### config.mk
export PLATFORM = sky130hd
export DESIGN_NAME = aic_irq_pin
export DESIGN_NICKNAME = d
export VERILOG_FILES = /design/src/design/aic_pkg.sv /design/src/design/aic_irq_pin.sv
export VERILOG_INCLUDE_DIRS = /design/src /design/src/design
export SDC_FILE = /design/constraint.sdc
export NUM_CORES = 1
export LEC_CHECK = 0
export BUFFER_PORTS_ARGS = -buffer_cell sky130_fd_sc_hd__buf_2
export CAP_MARGIN = 25
export CORE_MARGIN = 5
export CORE_UTILIZATION = 53
export DETAILED_ROUTE_END_ITERATION = 6
export PLACE_DENSITY = 0.76
export SYNTH_ARGS = -nofsm -noshare
export SYNTH_HDL_FRONTEND = slang
export SYNTH_SLANG_ARGS = --single-unit
### constraint.sdc
create_clock -name clk_sys -period 1.8 [get_ports clk_sys]
set_input_delay 0.27 -clock clk_sys [delete_from_list [all_inputs] [get_ports clk_sys]]
set_output_delay 0.27 -clock clk_sys [all_outputs]
set_load 0.01 [all_outputs]
### src/design/aic_map.svh
// Register map, field positions, reset values and timing figures
// Assumes inclusion by bare name from the design files
`ifndef AIC_MAP_SVH
`define AIC_MAP_SVH

`define AIC_ADDR_FLAG   8'h2C
`define AIC_ADDR_RSVA   8'h2F
`define AIC_ADDR_IRQA   8'h30
`define AIC_ADDR_IRQB   8'h31
`define AIC_ADDR_RSVB   8'h32
`define AIC_ADDR_PIN    8'h33

`define AIC_CTL_RESET   8'h00
`define AIC_PIN_RESET   8'h00
`define AIC_FLAG_RESET  8'h00
`define AIC_ZERO8       8'h00

`define AIC_EN_HEADSET  7
`define AIC_EN_BUTTON   6
`define AIC_EN_DRC      5
`define AIC_EN_SHORT    3
`define AIC_EN_OVF      2
`define AIC_EN_REPEAT   0

`define AIC_PIN_MODE_HI 5
`define AIC_PIN_MODE_LO 2
`define AIC_PIN_IN      1
`define AIC_PIN_GPO     0

`define AIC_PULSE_US    2000
`define AIC_PERIOD_US   4000
`define AIC_CLK_KHZ     10000
`define AIC_US_PER_MS   1000

`endif

### src/design/aic_pkg.sv
// Types shared by the interrupt and multipurpose pin block
// Assumes nothing beyond a SystemVerilog compiler
package aic_pkg;

    typedef struct packed {
        logic headset;
        logic button;
        logic drcL;
        logic drcR;
        logic shortL;
        logic shortR;
        logic overflow;
    } aic_evt_s;

    typedef enum logic [3:0] {
        PM_OFF   = 4'h0,
        PM_INPUT = 4'h1,
        PM_GPI   = 4'h2,
        PM_GPO   = 4'h3,
        PM_CLK   = 4'h4,
        PM_IRQA  = 4'h5,
        PM_IRQB  = 4'h6,
        PM_BCLK  = 4'h8,
        PM_WCLK  = 4'h9
    } aic_pmode_e;

    typedef enum logic [1:0] {
        ST_IDLE = 2'b00,
        ST_HIGH = 2'b01,
        ST_LOW  = 2'b10,
        ST_LAST = 2'b11
    } aic_pst_e;

endpackage

### src/design/aic_irq_pin.sv
// Interrupt pulse generators and multipurpose pin multiplexer
// Assumes event inputs and internal clocks are on clk_sys; pin input is async
`timescale 1ns/1ps
`include "aic_map.svh"

module aic_irq_pin #(
    parameter int PULSE_CYC  = `AIC_PULSE_US * `AIC_CLK_KHZ / `AIC_US_PER_MS,
    parameter int PERIOD_CYC = `AIC_PERIOD_US * `AIC_CLK_KHZ / `AIC_US_PER_MS,
    parameter int CNT_W      = 16
) (
    // Clock and reset
    input  wire logic             clk_sys,
    input  wire logic             resetn,
    // Register port
    input  wire logic             regWr,
    input  wire logic             regRd,
    input  wire logic [7:0]       regAddr,
    input  wire logic [7:0]       regWrData,
    output logic      [7:0]       regRdData,
    output logic                  regRdValid,
    // Event sources
    input  wire aic_pkg::aic_evt_s evt,
    // Internal signals offered to the pin
    input  wire logic             genClk,
    input  wire logic             secBclk,
    input  wire logic             secWclk,
    // Interrupt outputs
    output logic                  irqOutA,
    output logic                  irqOutB,
    // Multipurpose pin
    input  wire logic             pinIn,
    output logic                  pinOut,
    output logic                  pinOe,
    output logic                  pinInEn,
    output logic                  secIn
);

    // ===========================================================
    // Elaboration checks
    if (PULSE_CYC < 1 || PERIOD_CYC <= PULSE_CYC || PERIOD_CYC >= (1 << CNT_W)) begin : g_bad
        $error("aic_irq_pin: pulse timing does not fit the counter");
    end

    localparam logic [CNT_W-1:0] HI_END = CNT_W'(PULSE_CYC - 1);
    localparam logic [CNT_W-1:0] LO_END = CNT_W'(PERIOD_CYC - PULSE_CYC - 1);

    // ===========================================================
    // Register file
    logic [7:0] ctl [2];
    logic [7:0] next_ctl [2];
    logic [7:0] pinCtl;
    logic [7:0] next_pinCtl;
    logic [7:0] flags;
    logic [7:0] next_flags;
    logic [7:0] next_regRdData;
    logic       flagRead;
    logic [7:0] flagSet;
    logic       pinLvl;
    aic_pkg::aic_pmode_e mode;

    assign flagRead = regRd && (regAddr == `AIC_ADDR_FLAG);
    assign mode     = aic_pkg::aic_pmode_e'(pinCtl[`AIC_PIN_MODE_HI:`AIC_PIN_MODE_LO]);
    assign flagSet  = {evt.shortL, evt.shortR, evt.button, evt.headset,
                       evt.drcL, evt.drcR, 2'h0};

    always_comb begin
        next_ctl[0]    = ctl[0];
        next_ctl[1]    = ctl[1];
        next_pinCtl    = pinCtl;
        // Set wins over the clear of a read in the same cycle
        next_flags     = (flagRead ? `AIC_ZERO8 : flags) | flagSet;
        next_regRdData = regRdData;
        if (regWr) begin
            case (regAddr)
                `AIC_ADDR_IRQA: next_ctl[0] = regWrData;
                `AIC_ADDR_IRQB: next_ctl[1] = regWrData;
                `AIC_ADDR_PIN: begin
                    // Input level bit is never stored
                    next_pinCtl = regWrData;
                    next_pinCtl[`AIC_PIN_IN] = 1'b0;
                end
                default: ;
            endcase
        end
        if (regRd) begin
            case (regAddr)
                `AIC_ADDR_FLAG: next_regRdData = flags;
                `AIC_ADDR_IRQA: next_regRdData = ctl[0];
                `AIC_ADDR_IRQB: next_regRdData = ctl[1];
                `AIC_ADDR_PIN: begin
                    next_regRdData = pinCtl;
                    next_regRdData[`AIC_PIN_IN] = pinInEn & pinLvl;
                end
                default: next_regRdData = `AIC_ZERO8;
            endcase
        end
    end

    always_ff @(posedge clk_sys or negedge resetn) begin
        if (!resetn) begin
            ctl[0]     <= `AIC_CTL_RESET;
            ctl[1]     <= `AIC_CTL_RESET;
            pinCtl     <= `AIC_PIN_RESET;
            flags      <= `AIC_FLAG_RESET;
            regRdData  <= `AIC_ZERO8;
            regRdValid <= 1'b0;
        end else begin
            ctl[0]     <= next_ctl[0];
            ctl[1]     <= next_ctl[1];
            pinCtl     <= next_pinCtl;
            flags      <= next_flags;
            regRdData  <= next_regRdData;
            regRdValid <= regRd;
        end
    end

    // ===========================================================
    // Interrupt pulse engines, one per output
    aic_pkg::aic_pst_e st [2];
    aic_pkg::aic_pst_e next_st [2];
    logic [CNT_W-1:0]  cnt [2];
    logic [CNT_W-1:0]  next_cnt [2];
    logic [1:0]        trig;
    logic [1:0]        next_irq;

    for (genvar k = 0; k < 2; k++) begin : g_irq
        always_comb begin
            trig[k] = (ctl[k][`AIC_EN_HEADSET] & evt.headset)
                    | (ctl[k][`AIC_EN_BUTTON]  & evt.button)
                    | (ctl[k][`AIC_EN_DRC]     & (evt.drcL | evt.drcR))
                    | (ctl[k][`AIC_EN_SHORT]   & (evt.shortL | evt.shortR))
                    | (ctl[k][`AIC_EN_OVF]     & evt.overflow);
        end

        // Events during a running sequence are absorbed into it
        always_comb begin
            next_st[k]  = st[k];
            next_cnt[k] = cnt[k];
            case (st[k])
                aic_pkg::ST_IDLE: begin
                    if (trig[k]) begin
                        next_st[k]  = aic_pkg::ST_HIGH;
                        next_cnt[k] = '0;
                    end
                end
                aic_pkg::ST_HIGH: begin
                    if (cnt[k] == HI_END) begin
                        next_cnt[k] = '0;
                        if (ctl[k][`AIC_EN_REPEAT] && !flagRead) begin
                            next_st[k] = aic_pkg::ST_LOW;
                        end else begin
                            next_st[k] = aic_pkg::ST_IDLE;
                        end
                    end else begin
                        next_cnt[k] = cnt[k] + 1'b1;
                        if (flagRead) begin
                            next_st[k] = aic_pkg::ST_LAST;
                        end
                    end
                end
                aic_pkg::ST_LAST: begin
                    // Finishes the current pulse at full width, then stops
                    if (cnt[k] == HI_END) begin
                        next_cnt[k] = '0;
                        next_st[k]  = aic_pkg::ST_IDLE;
                    end else begin
                        next_cnt[k] = cnt[k] + 1'b1;
                    end
                end
                aic_pkg::ST_LOW: begin
                    if (flagRead || !ctl[k][`AIC_EN_REPEAT]) begin
                        next_cnt[k] = '0;
                        next_st[k]  = aic_pkg::ST_IDLE;
                    end else if (cnt[k] == LO_END) begin
                        next_cnt[k] = '0;
                        next_st[k]  = aic_pkg::ST_HIGH;
                    end else begin
                        next_cnt[k] = cnt[k] + 1'b1;
                    end
                end
                default: begin
                    next_cnt[k] = '0;
                    next_st[k]  = aic_pkg::ST_IDLE;
                end
            endcase
            next_irq[k] = (next_st[k] == aic_pkg::ST_HIGH) || (next_st[k] == aic_pkg::ST_LAST);
        end

        always_ff @(posedge clk_sys or negedge resetn) begin
            if (!resetn) begin
                st[k]  <= aic_pkg::ST_IDLE;
                cnt[k] <= '0;
            end else begin
                st[k]  <= next_st[k];
                cnt[k] <= next_cnt[k];
            end
        end
    end

    always_ff @(posedge clk_sys or negedge resetn) begin
        if (!resetn) begin
            irqOutA <= 1'b0;
            irqOutB <= 1'b0;
        end else begin
            irqOutA <= next_irq[0];
            irqOutB <= next_irq[1];
        end
    end

    // ===========================================================
    // Multipurpose pin
    logic [2:0] pinSync;
    logic       next_pinLvl;
    logic       next_pinOut;
    logic       next_pinOe;
    logic       next_pinInEn;
    logic       next_secIn;

    always_comb begin
        // A change counts only once the last two stages agree
        next_pinLvl  = (pinSync[1] == pinSync[2]) ? pinSync[2] : pinLvl;
        next_pinOut  = 1'b0;
        next_pinOe   = 1'b1;
        next_pinInEn = 1'b0;
        case (mode)
            aic_pkg::PM_OFF:   next_pinOe = 1'b0;
            aic_pkg::PM_INPUT: begin
                next_pinOe   = 1'b0;
                next_pinInEn = 1'b1;
            end
            aic_pkg::PM_GPI: begin
                next_pinOe   = 1'b0;
                next_pinInEn = 1'b1;
            end
            aic_pkg::PM_GPO:  next_pinOut = pinCtl[`AIC_PIN_GPO];
            aic_pkg::PM_CLK:  next_pinOut = genClk;
            aic_pkg::PM_IRQA: next_pinOut = next_irq[0];
            aic_pkg::PM_IRQB: next_pinOut = next_irq[1];
            aic_pkg::PM_BCLK: next_pinOut = secBclk;
            aic_pkg::PM_WCLK: next_pinOut = secWclk;
            // Reserved codes behave as powered down
            default:          next_pinOe = 1'b0;
        endcase
        next_secIn = (mode == aic_pkg::PM_INPUT) & next_pinLvl;
    end

    always_ff @(posedge clk_sys or negedge resetn) begin
        if (!resetn) begin
            pinSync <= 3'h0;
            pinLvl  <= 1'b0;
            pinOut  <= 1'b0;
            pinOe   <= 1'b0;
            pinInEn <= 1'b0;
            secIn   <= 1'b0;
        end else begin
            pinSync <= {pinSync[1:0], pinIn};
            pinLvl  <= next_pinLvl;
            pinOut  <= next_pinOut;
            pinOe   <= next_pinOe;
            pinInEn <= next_pinInEn;
            secIn   <= next_secIn;
        end
    end
endmodule

==> reports/summary.txt <==
Status -> finished with violations
Failing checks -> setup timing
Combined area of the multi-input logic cells -> 0.00203 mm^2
Hpwl dp -> 6870 um
H-Tree Depth -> 3
Number of fill cells in the layout -> 575
Setup CP Type -> reg2reg
Register area share after synthesis -> 50.4%
# rows -> 32
Core Footprint -> 0.00761 mm^2
Synth top area share -> 50.4%
Largest family of logic cells by synthesized area -> compound AO/OA/AOI/OAI gates
Worst EP arrival -> 2.23 ns
Reg2reg path depth -> 6
Number of global-route vias before repair -> 3,523
Vias/cell -> 5.91
Mapped Cells -> 378
Die Span Y -> 97.6 um
Critical R2R Launch -> cnt[31]
Port-buffer cells -> 45
Fmax -> 506 MHz
Ys async rst share -> 100%
Worst Skew -> 0.0113 ns
Post-synth top flop -> dfrtp_1
Num CTS Buffers -> 9
Ys Warns -> 0
DIE AREA -> 0.00953 mm^2
Global-route wire length before repair -> 16,800 um
Leading area contributor after synthesis -> dfrtp_1
Hold WC Path Type -> in2reg
NumNets Final -> 507
GRT overflow -> 0
Final Non-Filler Cells -> 581
Clock buffer depth -> 2
Yosys reg bits -> 82
Mux share of post-synthesis cell area -> 9.13%
Critical Path Source -> cnt[31]
Initial DRC count -> 133
CP endpoint kind -> flip-flop
Final Hold Vio Count -> 0
Hold WS -> 0.0108 ns
Xor/xnor cell area share of the yosys netlist -> 2.80%
Vias -> 3,432
Avg Inst Size Synth -> 10.8 um^2
Worst setup margin -> -0.174 ns
Die width -> 97.6 um
Most common cell after layout, fill and taps aside -> dfrtp_1
RSZ-0062 raised after global routing -> true
Area Growth Syn to Fin -> 27.5%
Root buf cell -> clkbuf_8
Clock sink count -> 82
Simple-gate share of the synthesized area -> 16.2%
Gpl congestion -> 0.843
TritonCTS clock tree -> yes
Fin crit period -> 1.97 ns
Post-synth EDFFs -> 0
Yosys cell types -> 60
P_leak -> 2.42 nW
Post-synthesis compound-gate area fraction -> 16.7%
Register area -> 0.00205 mm^2
Antenna Nets Post-Route -> 0
Synth Cell Area -> 0.00407 mm^2
Worst EP required -> 2.05 ns
Critical Path Start Type -> flip-flop
Share of cells above drive strength 1 -> 34.2%
R2r setup slk -> -0.17 ns
Worst skew pair latency -> 0.36 ns
Power Dens Cells -> 834 mW/mm^2
Hold path cells -> 1
Min-delay src -> pinIn
Maximum vdd drop -> 0.000487 V
Slew Viols, Final -> 0
# setup viols final -> 25
WHS Endpoint -> pinSync[0]
Initial Util -> 53.5%
Fin crit share -> 110%
Ranking of synthesized cells by area -> dfrtp_1 50%, mux2_1 3.6%, mux2_2 3.3%
Actual slew at the worst max-slew pin -> 0.562 ns
Critical-path maximum fanout -> 7
Max-Cap Viols -> 0
IO Pins -> 46
Critical R2R Capture -> cnt[20]
Adder-cell area share of the yosys netlist -> 0.861%
Commonest non-fill, non-tap cells in the layout -> 82 x dfrtp_1, 45 x buf_4, 44 x buf_2
Largest net degree at the start of global routing -> 42
ANT cells -> 0
DR WL/cell -> 17.1 um
Final WL -> 9950 um
Clk pin slew, worst setup/hold paths -> 0.09 ns
Initial antenna violation count -> 0
DRC Markers -> 0
Placed cell count -> 556
Worst slew margin -> 62.0%
GRT Resource Usage Total -> 21.4%
DR pass1 iterations -> 4
Syn_nets -> 411
worst max-delay path, cell delays in order (launching register included):
cell and delay (ns):
dfrtp_1 0.40, or4b_4 0.55, nor4_4 0.33, o21bai_4 0.21
buf_6 0.16, o21ai_2 0.05, a22o_1 0.17
through the flow:
| step | setup slack (ns) | TNS [ns] | power [mW] | util, % | area, um^2 |
|---|---|---|---|---|---|
| 2_1_floorplan | -0.145 | -1.43 | 2.56 | - | 4090 |
| 6_report | -0.174 | -2.37 | 4.33 | 68.2 | 5190 |
| 5_1_grt | -0.242 | -4.93 | 4.54 | 68.2 | 5190 |
| 4_1_cts | -0.179 | -2.44 | 4.25 | 65.9 | 5020 |
| 3_3_place_gp | -0.145 | -1.95 | 2.81 | 62.0 | 4710 |
| 3_5_place_dp | -0.190 | -3.25 | 2.85 | 62.0 | 4710 |
layout make-up:
cell class	instances	area share, %
well taps	102	2.46
inverters	20	1.45
repair buffers	99	13.5
clock buffers	11	2.72
clock inverters	5	1.18
flip-flops and latches	82	39.5
multi-input cells	262	39.2
repair_timing:
item,4_1_cts,5_1_grt
setup endpoints to repair,27,37
gates resized for setup,14,25
cloned,1,2
hold buffers,1,0
pin swaps,12,22
buffers inserted,5,1
hold endpoints to repair,26,0
per-layer routing:
| layer | vias up | track usage [%] | wire (um) |
|---|---|---|---|
| met2 | 84 | 33.1 | 4830 |
| li1 | 1604 | - | - |
| met3 | 15 | 3.30 | 379 |
| met4 | 0 | 9.27 | 191 |
| met5 | - | 0 | 0 |
| met1 | 1729 | 30.0 | 4550 |
synth_stat cells (9+ instances only):
cell,instances
a31oi_1,9
mux2_1,13
inv_1,19
dfrtp_1,82
nand4_1,11
mux2_2,12
nand3_1,18
mux2i_1,9
and3_1,11
nor2_1,24
a21o_1,10
nand2_1,25
a21oi_1,11
xor2_1,11
state kept, by name, indices dropped and copies added, names as in the netlist, 3 cells and up:
signal     count
st             3
cnt           32
pinSync        3
ctl           16
pinCtl         7
regRdData      8
flags          6
cell families after synthesis:
logic type | Yosys count
AO/OA/AOI/OAI | 91
AND/OR/NAND/NOR | 121
flip-flops | 82
multiplexers | 34
buffers and inverters | 34
adder cells (fa/ha/maj) | 3
XOR/XNOR | 13
power by group:
| group | internal, mW | total, mW | leakage (nW) | switching (mW) |
|---|---|---|---|---|
| clock network | 0.690 | 1.39 | 0.104 | 0.702 |
| registers | 2.02 | 2.27 | 1.05 | 0.245 |
| logic | 0.344 | 0.666 | 1.26 | 0.322 |
how the worst max path moves through the flow:
| stage | slack [ns] | depth (start not counted) | endpoint |
|---|---|---|---|
| CTS | -0.18 | 6 | cnt[20] |
| global placement | -0.14 | 6 | cnt[20] |
| global route | -0.24 | 6 | cnt[20] |
| finish | -0.17 | 6 | cnt[20] |
| floorplan | -0.15 | 6 | cnt[21] |
| detailed placement | -0.19 | 6 | cnt[20] |
Power figures use the tool's default switching activity.
